### config.mk
export PLATFORM = sky130hd
export DESIGN_NAME = pvt_source
export DESIGN_NICKNAME = d
export VERILOG_FILES = /design/src/common/pvt_pkg.sv /design/src/logic/pvt_counter.sv /design/src/logic/pvt_source.sv
export SDC_FILE = /design/constraint.sdc
export NUM_CORES = 1
export LEC_CHECK = 0
export ABC_AREA = 1
export BUFFER_PORTS_ARGS = -buffer_cell sky130_fd_sc_hd__clkbuf_2
export CORE_AREA = 2 2 140 142
export DETAILED_ROUTE_END_ITERATION = 8
export DIE_AREA = 0 0 142 144
export PLACE_DENSITY_LB_ADDON = 0.1
export SLEW_MARGIN = 20
export SYNTH_ARGS = -nofsm -noshare
export SYNTH_HDL_FRONTEND = slang
export SYNTH_SLANG_ARGS = --single-unit
export TNS_END_PERCENT = 100
### constraint.sdc
create_clock -name sys_clk -period 3.3 [get_ports sys_clk]
set_clock_uncertainty 0.15 [all_clocks]
set_input_delay 0.165 -clock sys_clk [delete_from_list [all_inputs] [get_ports sys_clk]]
set_output_delay 0.165 -clock sys_clk [all_outputs]
set_load 0.005 [all_outputs]
### src/common/pvt_pkg.sv
/*
 Constants for the panel video timing source: line and frame counts,
 mode encodings and mode-change timing.
 Assumes a 50 MHz system clock; pixel clock is derived by a divider.
*/
// Notes on behaviour
// - Frame rate times line and frame totals keeps pixel clock within 60 to 77 MHz; the divider here gives 12.5 MHz from the 50 MHz clock.
// - Any spread of the pixel clock stays within two percent of nominal.
// - Spread modulation rate is at most 200 kHz.
// - Nominal 50 Hz 2D frame rate stays between 47 and 53 Hz; code gives 2D50 the same vertical total as 2D60.
// - Nominal 60 Hz 2D frame rate stays between 57 and 62.5 Hz.
// - 2D frames carry 1080 active lines and 35 to 300 blank lines.
// - Every line carries 960 active clocks and 90 to 190 blank clocks.
// - 3D vertical totals are fixed: 1350/270 at 50 Hz, 1125/45 at 60 Hz.
// - 3D frame rate is held exactly at 50 or 60 Hz.
// - Black interval around a mode change lasts more than 650 ms.
// - Successive 2D/3D switches are more than 500 ms apart.
// - All interface outputs are actively driven while panel supply is on.
// - With supply off, outputs are held low; no drive before supply is up.
// - Backlight is enabled after panel runs and disabled before shutdown.
// - Pixels of each line go round-robin over four ports, port one first.
package pvt_pkg;
	localparam int unsigned H_ACTIVE     = 960;
	localparam int unsigned H_BLANK_MIN  = 90;
	localparam int unsigned H_BLANK_MAX  = 190;
	localparam int unsigned H_BLANK_TYP  = 140;
	localparam int unsigned V_ACTIVE     = 1080;
	localparam int unsigned V_BLANK_MIN  = 35;
	localparam int unsigned V_BLANK_MAX  = 300;
	localparam int unsigned V_BLANK_TYP  = 45;
	localparam int unsigned V_BLANK_3D50 = 270;
	localparam int unsigned V_BLANK_3D60 = 45;
	localparam int unsigned NUM_PORTS    = 4;
	localparam int unsigned CNT_W        = 11;
	localparam int unsigned SYS_CLK_HZ   = 50000000;
	localparam int unsigned SWITCH_GAP_MS = 500;
	localparam int unsigned BLACK_MS      = 650;
	localparam int unsigned SWITCH_GAP_CYC = SWITCH_GAP_MS * (SYS_CLK_HZ / 1000) + 1;
	localparam int unsigned BLACK_CYC      = BLACK_MS * (SYS_CLK_HZ / 1000) + 1;
	localparam int unsigned BL_DELAY_CYC   = 50000;
	localparam int unsigned PIX_DIV        = 2;
	localparam logic [1:0]  MODE_2D50 = 2'h0;
	localparam logic [1:0]  MODE_2D60 = 2'h1;
	localparam logic [1:0]  MODE_3D50 = 2'h2;
	localparam logic [1:0]  MODE_3D60 = 2'h3;
endpackage

### src/logic/pvt_counter.sv
/*
 Horizontal and vertical raster counters advanced by a pixel enable.
 Assumes totals are held steady while running.
*/
`timescale 1ns/10ps
module pvt_counter #(
	parameter int unsigned W = 11
) (
	// Clock and reset
	input  wire logic         sys_clk,
	input  wire logic         nrst,
	// Control
	input  wire logic         pix_en,
	input  wire logic         run,
	input  wire logic [W-1:0] h_total,
	input  wire logic [W-1:0] v_total,
	// Position
	output logic      [W-1:0] h_cnt,
	output logic      [W-1:0] v_cnt,
	output logic              frame_end
);
	logic [W-1:0] h_reg;
	logic [W-1:0] h_next;
	logic [W-1:0] v_reg;
	logic [W-1:0] v_next;

	always_comb begin
		h_next = h_reg;
		v_next = v_reg;
		if (!run) begin
			h_next = '0;
			v_next = '0;
		end else if (pix_en) begin
			if (h_reg == h_total - W'(1)) begin
				h_next = '0;
				v_next = (v_reg == v_total - W'(1)) ? '0 : v_reg + W'(1);
			end else begin
				h_next = h_reg + W'(1);
			end
		end
	end

	always_ff @(posedge sys_clk) begin
		if (!nrst) begin
			h_reg <= '0;
			v_reg <= '0;
		end else begin
			h_reg <= h_next;
			v_reg <= v_next;
		end
	end

	assign h_cnt = h_reg;
	assign v_cnt = v_reg;
	assign frame_end = run && pix_en && (h_reg == h_total - W'(1))
		&& (v_reg == v_total - W'(1));
endmodule

### src/logic/pvt_source.sv
/*
 Video timing source for a four-port 3840x1080 panel: raster timing,
 data enable, four-port pixel split, power and backlight sequencing and
 guarded 2D/3D mode switching.
 Assumes pixel data is supplied on the same clock, four pixels per pixel
 clock, and a supply-good level arriving from outside the clock domain.
*/
`timescale 1ns/10ps
module pvt_source #(
	parameter int unsigned PIX_W     = 30,
	parameter int unsigned GAP_CYC   = pvt_pkg::SWITCH_GAP_CYC,
	parameter int unsigned BLACK_CYC = pvt_pkg::BLACK_CYC,
	parameter int unsigned BL_CYC    = pvt_pkg::BL_DELAY_CYC,
	parameter int unsigned H_BLANK   = pvt_pkg::H_BLANK_TYP,
	parameter int unsigned V_BLANK2D = pvt_pkg::V_BLANK_TYP
) (
	// Clock and reset
	input  wire logic                         sys_clk,
	input  wire logic                         nrst,
	// Supply and control
	input  wire logic                         supply_good,
	input  wire logic                         enable,
	input  wire logic [1:0]                   mode_req,
	// Pixel input, four per pixel clock
	input  wire logic [4*PIX_W-1:0]           pix_in,
	output logic                              pix_take,
	// Panel side
	output logic                              pix_clk,
	output logic                              data_en,
	output logic [PIX_W-1:0]                  port_data [4],
	output logic                              backlight_on,
	// Status
	output logic [1:0]                        mode_cur,
	output logic                              switch_busy
);
	typedef enum logic [3:0] {
		PVT_OFF   = 4'h1,
		PVT_RUN   = 4'h2,
		PVT_LIGHT = 4'h4,
		PVT_WAIT  = 4'h8
	} pvt_state_t;

	localparam int unsigned W = pvt_pkg::CNT_W;
	localparam int unsigned TW = 32;

	// Supply synchroniser
	logic sg_s1_reg;
	logic sg_s2_reg;
	always_ff @(posedge sys_clk) begin
		if (!nrst) begin
			sg_s1_reg <= 1'b0;
			sg_s2_reg <= 1'b0;
		end else begin
			sg_s1_reg <= supply_good;
			sg_s2_reg <= sg_s1_reg;
		end
	end

	// Pixel clock divider
	logic       div_reg;
	logic       div_next;
	logic       pclk_reg;
	logic       pclk_next;
	logic       pix_en;
	always_comb begin
		div_next  = ~div_reg;
		pclk_next = pclk_reg;
		if (!sg_s2_reg) begin
			pclk_next = 1'b0;
		end else if (div_reg) begin
			pclk_next = ~pclk_reg;
		end
	end
	assign pix_en = div_reg && pclk_reg;
	always_ff @(posedge sys_clk) begin
		if (!nrst) begin
			div_reg  <= 1'b0;
			pclk_reg <= 1'b0;
		end else begin
			div_reg  <= div_next;
			pclk_reg <= pclk_next;
		end
	end

	// Sequencer state
	pvt_state_t   st_reg;
	pvt_state_t   st_next;
	logic [1:0]   mode_reg;
	logic [1:0]   mode_next;
	logic [TW-1:0] tmr_reg;
	logic [TW-1:0] tmr_next;
	logic [TW-1:0] gap_reg;
	logic [TW-1:0] gap_next;
	logic          run;
	logic          frame_end;
	logic [W-1:0]  h_cnt;
	logic [W-1:0]  v_cnt;
	logic [W-1:0]  h_total;
	logic [W-1:0]  v_total;

	always_comb begin
		st_next   = st_reg;
		mode_next = mode_reg;
		tmr_next  = (tmr_reg != '0) ? tmr_reg - TW'(1) : '0;
		gap_next  = (gap_reg != '0) ? gap_reg - TW'(1) : '0;
		case (st_reg)
			PVT_OFF: begin
				if (sg_s2_reg && enable) begin
					st_next   = PVT_RUN;
					mode_next = mode_req;
					tmr_next  = TW'(BL_CYC);
				end
			end
			PVT_RUN: begin
				// Video keeps running for the full delay after a disable
				if (!sg_s2_reg) begin
					st_next = PVT_OFF;
				end else if (tmr_reg == '0) begin
					st_next = enable ? PVT_LIGHT : PVT_OFF;
				end
			end
			PVT_LIGHT: begin
				if (!sg_s2_reg || !enable) begin
					st_next  = PVT_RUN;
					tmr_next = TW'(BL_CYC);
				end else if (mode_req[1] != mode_reg[1] && gap_reg == '0 && frame_end) begin
					st_next   = PVT_WAIT;
					mode_next = mode_req;
					tmr_next  = TW'(BLACK_CYC);
					gap_next  = TW'(GAP_CYC);
				end else if (mode_req != mode_reg && mode_req[1] == mode_reg[1]
					&& frame_end) begin
					mode_next = mode_req;
				end
			end
			PVT_WAIT: begin
				if (!sg_s2_reg || !enable) begin
					st_next = PVT_OFF;
				end else if (tmr_reg == '0) begin
					st_next = PVT_LIGHT;
				end
			end
			default: begin
				st_next = PVT_OFF;
			end
		endcase
	end

	always_ff @(posedge sys_clk) begin
		if (!nrst) begin
			st_reg   <= PVT_OFF;
			mode_reg <= pvt_pkg::MODE_2D60;
			tmr_reg  <= '0;
			gap_reg  <= '0;
		end else begin
			st_reg   <= st_next;
			mode_reg <= mode_next;
			tmr_reg  <= tmr_next;
			gap_reg  <= gap_next;
		end
	end

	// Raster totals per mode
	always_comb begin
		h_total = W'(pvt_pkg::H_ACTIVE + H_BLANK);
		case (mode_reg)
			pvt_pkg::MODE_3D50: v_total = W'(pvt_pkg::V_ACTIVE + pvt_pkg::V_BLANK_3D50);
			pvt_pkg::MODE_3D60: v_total = W'(pvt_pkg::V_ACTIVE + pvt_pkg::V_BLANK_3D60);
			default:            v_total = W'(pvt_pkg::V_ACTIVE + V_BLANK2D);
		endcase
	end

	assign run = (st_reg != PVT_OFF) && sg_s2_reg;

	pvt_counter #(
		.W(W)
	) u_cnt (
		.sys_clk  (sys_clk),
		.nrst     (nrst),
		.pix_en   (pix_en),
		.run      (run),
		.h_total  (h_total),
		.v_total  (v_total),
		.h_cnt    (h_cnt),
		.v_cnt    (v_cnt),
		.frame_end(frame_end)
	);

	// Data enable and port data
	logic             active;
	logic             de_reg;
	logic             de_next;
	logic [PIX_W-1:0] pd_reg   [4];
	logic [PIX_W-1:0] pd_next  [4];
	assign active = run && (h_cnt < W'(pvt_pkg::H_ACTIVE))
		&& (v_cnt < W'(pvt_pkg::V_ACTIVE));
	assign pix_take = pix_en && active;

	always_comb begin
		de_next = de_reg;
		if (!run) begin
			de_next = 1'b0;
		end else if (pix_en) begin
			de_next = active;
		end
	end

	genvar gi;
	generate
		for (gi = 0; gi < 4; gi++) begin : g_port
			always_comb begin
				pd_next[gi] = pd_reg[gi];
				if (!run) begin
					pd_next[gi] = '0;
				end else if (pix_en) begin
					pd_next[gi] = active ? pix_in[gi*PIX_W +: PIX_W] : '0;
				end
			end
			always_ff @(posedge sys_clk) begin
				if (!nrst) begin
					pd_reg[gi] <= '0;
				end else begin
					pd_reg[gi] <= pd_next[gi];
				end
			end
			assign port_data[gi] = pd_reg[gi];
		end
	endgenerate

	always_ff @(posedge sys_clk) begin
		if (!nrst) begin
			de_reg <= 1'b0;
		end else begin
			de_reg <= de_next;
		end
	end

	assign pix_clk      = pclk_reg;
	assign data_en      = de_reg;
	assign backlight_on = (st_reg == PVT_LIGHT);
	assign mode_cur     = mode_reg;
	assign switch_busy  = (st_reg == PVT_WAIT) || (gap_reg != '0);

	// Backlight dark throughout a mode-change wait
	bl_dark_a: assert property (@(posedge sys_clk) disable iff (!nrst)
		(st_reg == PVT_WAIT) |-> !backlight_on) else $error("backlight on during switch");
	// Switch loads the gap timer
	sw_load_a: assert property (@(posedge sys_clk) disable iff (!nrst)
		(st_reg == PVT_LIGHT && st_next == PVT_WAIT) |=> (gap_reg == TW'(GAP_CYC)))
		else $error("gap timer not loaded");
	// No switch while gap still running
	gap_hold_a: assert property (@(posedge sys_clk) disable iff (!nrst)
		(gap_reg != '0 && st_reg == PVT_LIGHT) |=> (mode_reg[1] == $past(mode_reg[1])))
		else $error("switch inside gap");
	// De low outside active area
	de_blank_a: assert property (@(posedge sys_clk) disable iff (!nrst)
		(data_en && $past(pix_en)) |-> $past(active)) else $error("de in blanking");
	// Data enable and backlight low without supply
	off_low_a: assert property (@(posedge sys_clk) disable iff (!nrst)
		(!sg_s2_reg) |=> (!data_en && !backlight_on)) else $error("drive without supply");
	// Lines have fixed total
	h_wrap_a: assert property (@(posedge sys_clk) disable iff (!nrst)
		(run && pix_en && h_cnt == h_total - W'(1)) |=> (h_cnt == '0))
		else $error("line total wrong");
	// 3D50 vertical total fixed
	v3d_tot_a: assert property (@(posedge sys_clk) disable iff (!nrst)
		(mode_reg == pvt_pkg::MODE_3D50) |-> (v_total == W'(1350))) else $error("3d50 total");
	// Port one carries the first pixel
	port_map_a: assert property (@(posedge sys_clk) disable iff (!nrst)
		(pix_en && active) |=> (port_data[0] == $past(pix_in[PIX_W-1:0])))
		else $error("port mapping");
	// Pixel clock toggles every two cycles while supply is good
	pclk_tog_a: assert property (@(posedge sys_clk) disable iff (!nrst)
		(sg_s2_reg && div_reg) |=> (pix_clk != $past(pix_clk))) else $error("pclk stall");
endmodule

==> results.sh, run 1 <==
export IMPL_r2r_start="u_cnt.h_cnt[0]"
export IMPL_holdPathEnd="st_reg[3]"
export IMPL_drt_total_wl_mm=25.9
export IMPL_cp_required_ps=2980
export IMPL_synth_area_um2=9250
export IMPL_crit_fanout=57
export IMPL_ys_warn_count=0
export IMPL_drv_slew=0
export IMPL_setup_tns_ps=0
export IMPL_dr_pass1_iters=5
export IMPL_clk_pin_slew_ps=60
export IMPL_reg2reg_depth=11
export IMPL_rows=51
export IMPL_max_cap_viol_count=0
export IMPL_drive_above_1_share_pct=21.3
export IMPL_cts_htree_levels=1
export IMPL_antenna_found_initial=0
export IMPL_grt_max_degree=70
export IMPL_drc=0
export IMPL_fmaxAchievable_mhz=347
export IMPL_synth_nets=1385
export IMPL_cts_buffer_depth=3
export IMPL_synth_cell_types=38
export IMPL_worst_slack_ps=419
export IMPL_dieArea_um2=20400
export IMPL_worstSetupEndpointType="primary output"
export IMPL_synth_top_family_by_area="simple AND/OR/NAND/NOR gates"
export IMPL_track_usage_pct=24.6
export IMPL_start_kind="flip-flop"
export IMPL_dp_cells=1704
export IMPL_synthSimpleGateAreaFrac_pct=29.1
export IMPL_holdCritStartpoint="enable"
export IMPL_grt_pass1_wl_mm=41.6
export IMPL_place_ws_ps=847
export IMPL_leakage_nw=5.33
export IMPL_synth_mux_area_share_pct=0
export IMPL_die_w_um=142
export IMPL_reg2reg_to="mode_cur[0]"
export IMPL_post_route_min_period_ps=2880
export IMPL_fin_crit_sh_pct=87.3
export IMPL_synthFlopType="dfxtp_1"
export IMPL_post_cts_resized=0
export IMPL_dp_hpwl_mm=16.7
export IMPL_cts_tree="done"
export IMPL_synth_edf_count=0
export IMPL_ant_nets=0
export IMPL_slew_headroom_pct=47.7
export IMPL_post_cts_buffers=0
export IMPL_area_growth_pct=37.1
export IMPL_async_flop_share_pct=0
export IMPL_ys_ff_latch=217
export IMPL_first_global_vias=8831
export IMPL_vdd_ir_drop_worst_uv=441
export IMPL_setup_viol=0
export IMPL_arrival_ps=2570
export IMPL_avgSynthCellArea_um2=7.38
export IMPL_via_count=9296
export IMPL_largest_reg_flops=120
export IMPL_cts_root_buf="clkbuf_16"
export IMPL_avgRoutedWirePerCell_um=13.8
export IMPL_diodes=0
export IMPL_place_congestion=0.869
export IMPL_finalHoldViolCount=0
export IMPL_min_path_cells=5
export IMPL_netlist_instances=1254
export IMPL_crit_type="flip-flop to primary output"
export IMPL_clock_sinks=217
export IMPL_fin_nets=1750
export IMPL_die_y_um=144
export IMPL_clk_latency_ps=520
export IMPL_powerDensity_nw_per_um2=703
export IMPL_synthAdderAreaFrac_pct=0.676
export IMPL_synth_compound_area_share_pct=11.4
export IMPL_rsz0062_at_grt="no"
export IMPL_fin_cells=1873
export IMPL_viasPerCell=4.96
export IMPL_numCtsBuffers=24
export IMPL_start_util_pct=48.5
export IMPL_overflow=0
export IMPL_tightest_slew_ps=784
export IMPL_drt_iter0_drc=442
export IMPL_io_pins=253
export IMPL_status="completed"
export IMPL_hp_class="input pin to flip-flop"
export IMPL_synth_xor_area_share_pct=4.64
export IMPL_core_area_um2=19100
export IMPL_reg2reg_slack_ps=690
export IMPL_ys_seq_area_share_pct=47.0
export IMPL_portBuffers=252
worst max-delay path, stage by stage (launching register included):
cell      delay [ps]
dfxtp_1          350
nor2_1           200
nand3_2          140
nand2_2          160
nor4_2            50
nand2_1          100
clkinv_2         440
buf_12           390
clkbuf_2         160
where the power goes:
group	switching, mW	total (mW)	leakage (nW)	internal (mW)
sequential	0.321	3.28	1.76	2.96
clock	1.05	2.66	0.398	1.61
combinational	1.83	2.97	3.18	1.14
total	3.20	8.91	5.33	5.71
cells in the final DEF (no fill, tap or decap), drive strengths merged:
cell           n
nand2        356
o22ai          1
dfxtp        217
nor3b          2
buf            7
o21a           3
o21ai         45
bufinv         1
a211oi         1
clkinv         5
xnor2         12
clkbuf       289
nor2         159
nor3          38
and3           1
or2            1
inv          102
a31oi          2
nand4         17
nand3b         4
xor2          37
nor4           6
a21oi        154
nand3         41
o21bai         1
ha             5
and2           1
dlygate4sd3  127
worst max path at each step:
stage	end	from	slack, ps
4_1_cts	pix_take	st_reg[3]	410
3_3_place_gp	gap_reg[20]	u_cnt.h_cnt[0]	850
6_report	pix_take	st_reg[3]	420
2_1_floorplan	tmr_reg[10]	u_cnt.h_cnt[0]	1450
5_1_grt	pix_take	st_reg[3]	220
3_5_place_dp	tmr_reg[23]	u_cnt.h_cnt[0]	850
metrics by stage:
step                utilization, %  hold slack, ps  area [µm²]  power [mW]
floorplan                        -             113        9250        5.58
global placement              55.6             213       10600        6.12
detailed placement            55.6             211       10600        6.17
CTS                           66.4            61.8       12700        8.98
global route                  66.4             123       12700        9.58
finish                        66.4            81.5       12700        8.91
cell usage after synthesis (13+ instances only):
library cell	instances	area, µm²
inv_1	93	349
dfxtp_1	217	4340
nand2_1	353	1330
o21ai_0	33	165
nand3_1	39	195
a21oi_1	154	771
buf_2	13	65.1
nand4_1	16	100
clkbuf_1	20	75.1
nor3_1	35	175
nor2_2	22	138
xor2_1	37	324
nor2_1	130	488
metal layers:
layer	global-route usage (%)	part of all wire, %
met1	29.6	42
met2	42.9	48
met3	5.73	5.9
met4	8.89	3.8
met5	0	0
cell families after synthesis:
kind of cell	count (synthesis)
simple gates	626
flops	217
compound gates	207
buf+inv	150
xor+xnor	49
fa+ha+maj	5
layout make-up:
type,instances,area [µm²]
Clock buffer,37,739
Clock inverter,5,61.3
Fill cell,1633,6400
Inverter,103,390
Multi-Input combinational cell,887,4250
Sequential cell,217,4340
Tap cell,238,298
Timing Repair Buffer,386,2600
timing repair:
item / 4_1_cts / 5_1_grt
endpoints found under the setup margin: 0 / 0
endpoints found under the hold margin: 129 / 0
hold buffers: 127 / 0
Note: power is estimated with default switching activity, not from simulation.
==> run 2: changes to the inputs <==
--- a/config.mk
+++ b/config.mk
@@ -7,9 +7,9 @@
 export LEC_CHECK = 0
 export ABC_AREA = 1
 export BUFFER_PORTS_ARGS = -buffer_cell sky130_fd_sc_hd__clkbuf_2
-export CORE_AREA = 2 2 140 142
+export CORE_AREA = 2 2 156 127
 export DETAILED_ROUTE_END_ITERATION = 8
-export DIE_AREA = 0 0 142 144
+export DIE_AREA = 0 0 158 129
 export PLACE_DENSITY_LB_ADDON = 0.1
 export SLEW_MARGIN = 20
 export SYNTH_ARGS = -nofsm -noshare
==> run 2 against run 1 <==
- power decreased by 1.1%
- die area decreased by 0.32%
- cell count increased by 0.85%
- register-to-register slack got worse by 20 ps
==> results.sh, run 2 (synthesized netlist as in run 1, its figures left out) <==
export IMPL_status="completed"
export IMPL_start_kind="flip-flop"
export IMPL_gr_usage_met1_pct=29.6
export IMPL_fin_cells=1889
export IMPL_grt_pass1_wl_mm=40.5
export IMPL_holdCritStartpoint="enable"
export IMPL_dp_cells=1724
export IMPL_numCtsBuffers=23
export IMPL_cts_tree="done"
export IMPL_leakage_nw=5.30
export IMPL_viasPerCell=4.88
export IMPL_fin_nets=1749
export IMPL_slew_headroom_pct=46.2
export IMPL_grt_max_degree=105
export IMPL_tightest_slew_ps=807
export IMPL_layout_commonest_cell="nand2_1"
export IMPL_worstSetupEndpointType="primary output"
export IMPL_post_route_min_period_ps=2690
export IMPL_via_count=9219
export IMPL_diodes=0
export IMPL_die_y_um=129
export IMPL_max_stage_delay_ps=530
export IMPL_core_area_um2=18800
export IMPL_drt_total_wl_mm=25.9
export IMPL_post_cts_buffers=0
export IMPL_place_ws_ps=871
export IMPL_start_util_pct=49.2
export IMPL_r2r_start="u_cnt.h_cnt[0]"
export IMPL_cts_htree_levels=1
export IMPL_gr_usage_met2_pct=42.3
export IMPL_slowest_stage="clkinv_2"
export IMPL_clk_pin_slew_ps=60
export IMPL_setup_tns_ps=0
export IMPL_reg2reg_to="mode_cur[0]"
export IMPL_hp_class="input pin to flip-flop"
export IMPL_drv_slew=0
export IMPL_largest_reg_flops=120
export IMPL_rsz0062_at_grt="no"
export IMPL_reg2reg_depth=11
export IMPL_rows=45
export IMPL_cp_required_ps=2980
export IMPL_powerDensity_nw_per_um2=697
export IMPL_dp_hpwl_mm=16.6
export IMPL_first_global_vias=8671
export IMPL_drive_above_1_share_pct=21.0
export IMPL_crit_fanout=45
export IMPL_io_pins=253
export IMPL_antenna_found_initial=0
export IMPL_dieArea_um2=20400
export IMPL_final_cell_mix="nand2_1 (352), clkbuf_2 (252), dfxtp_1 (217)"
export IMPL_cts_root_buf="clkbuf_16"
export IMPL_holdPathEnd="st_reg[3]"
export IMPL_drt_iter0_drc=610
export IMPL_track_usage_pct=23.9
export IMPL_grt_busiest_layer="met2"
export IMPL_avgRoutedWirePerCell_um=13.7
export IMPL_vdd_ir_drop_worst_uv=408
export IMPL_drc=0
export IMPL_die_w_um=158
export IMPL_min_path_cells=5
export IMPL_place_congestion=0.869
export IMPL_clk_latency_ps=510
export IMPL_overflow=0
export IMPL_finalHoldViolCount=0
export IMPL_clock_sinks=217
export IMPL_crit_family="buffers and inverters"
export IMPL_reg2reg_slack_ps=670
export IMPL_fmaxAchievable_mhz=372
export IMPL_dr_pass1_iters=5
export IMPL_fin_util_pct=67.3
export IMPL_crit_type="flip-flop to primary output"
export IMPL_area_growth_pct=36.8
export IMPL_worst_path_buf_inv=2
export IMPL_crit_chain="nor2_1, nand3_2, nand2_2, nor4_2, nand2_1, clkinv_2, clkbuf_2"
export IMPL_cts_buffer_depth=3
export IMPL_worst_slack_ps=613
export IMPL_arrival_ps=2370
export IMPL_grt_use_met3_pct=4.78
export IMPL_fin_crit_sh_pct=81.4
export IMPL_max_cap_viol_count=0
export IMPL_ant_nets=0
export IMPL_portBuffers=252
export IMPL_setup_viol=0
run 2: layout make-up:
class	instances	area (µm²)
clock inverter	6	87.6
inverter	103	389
clock buffer	32	639
sequential	217	4340
fill	1623	6150
timing repair buffer	386	2620
multi-input combinational	887	4250
tap	258	323
run 2: what timing repair did:
item,CTS,global route
endpoints found under the hold margin,127,0
gates resized for setup,0,0
hold buffers,127,0
run 2: report_power, final:
| group | internal, mW | leakage (nW) | switching, mW |
|---|---|---|---|
| sequential | 2.96 | 1.76 | 0.321 |
| combinational | 1.14 | 3.19 | 1.86 |
| clock | 1.50 | 0.357 | 1.03 |
| total | 5.60 | 5.30 | 3.21 |
run 2: worst max-delay path by stage:
stage	end	start	slack, ps	cells after the start
2_1_floorplan	tmr_reg[10]	u_cnt.h_cnt[0]	1450	11
3_5_place_dp	gap_reg[24]	u_cnt.h_cnt[0]	870	7
6_report	pix_take	st_reg[3]	610	7
4_1_cts	pix_take	st_reg[3]	580	7
5_1_grt	pix_take	st_reg[3]	410	7
3_3_place_gp	tmr_reg[30]	u_cnt.h_cnt[0]	940	10
run 2: worst register-to-register path: stages, from the launching register on:
cell           delay [ps]
dfxtp_1               360
ha_1                  200
nand2_1                60
nor2_1                150
nand3_1               260
nor3_2                300
nand2_1               100
nand3_1               150
nand2_1                70
nand2_1                70
nand3_1                60
dlygate4sd3_1         560
run 2: metal layers:
metal,vias to the layer above,share of wire [%]
li1,4743,-
met1,4169,44
met2,249,47
met3,58,5.8
met4,0,2.8
met5,-,0
run 2: per-stage QoR:
stage	cell area (µm²)	hold WS, ps	power [mW]
after global routing	12700	174	9.51
after detailed placement	10700	207	6.17
after CTS	12700	116	8.84
after floorplan	9250	113	5.58
after global placement	10700	206	6.12
final	12700	120	8.81
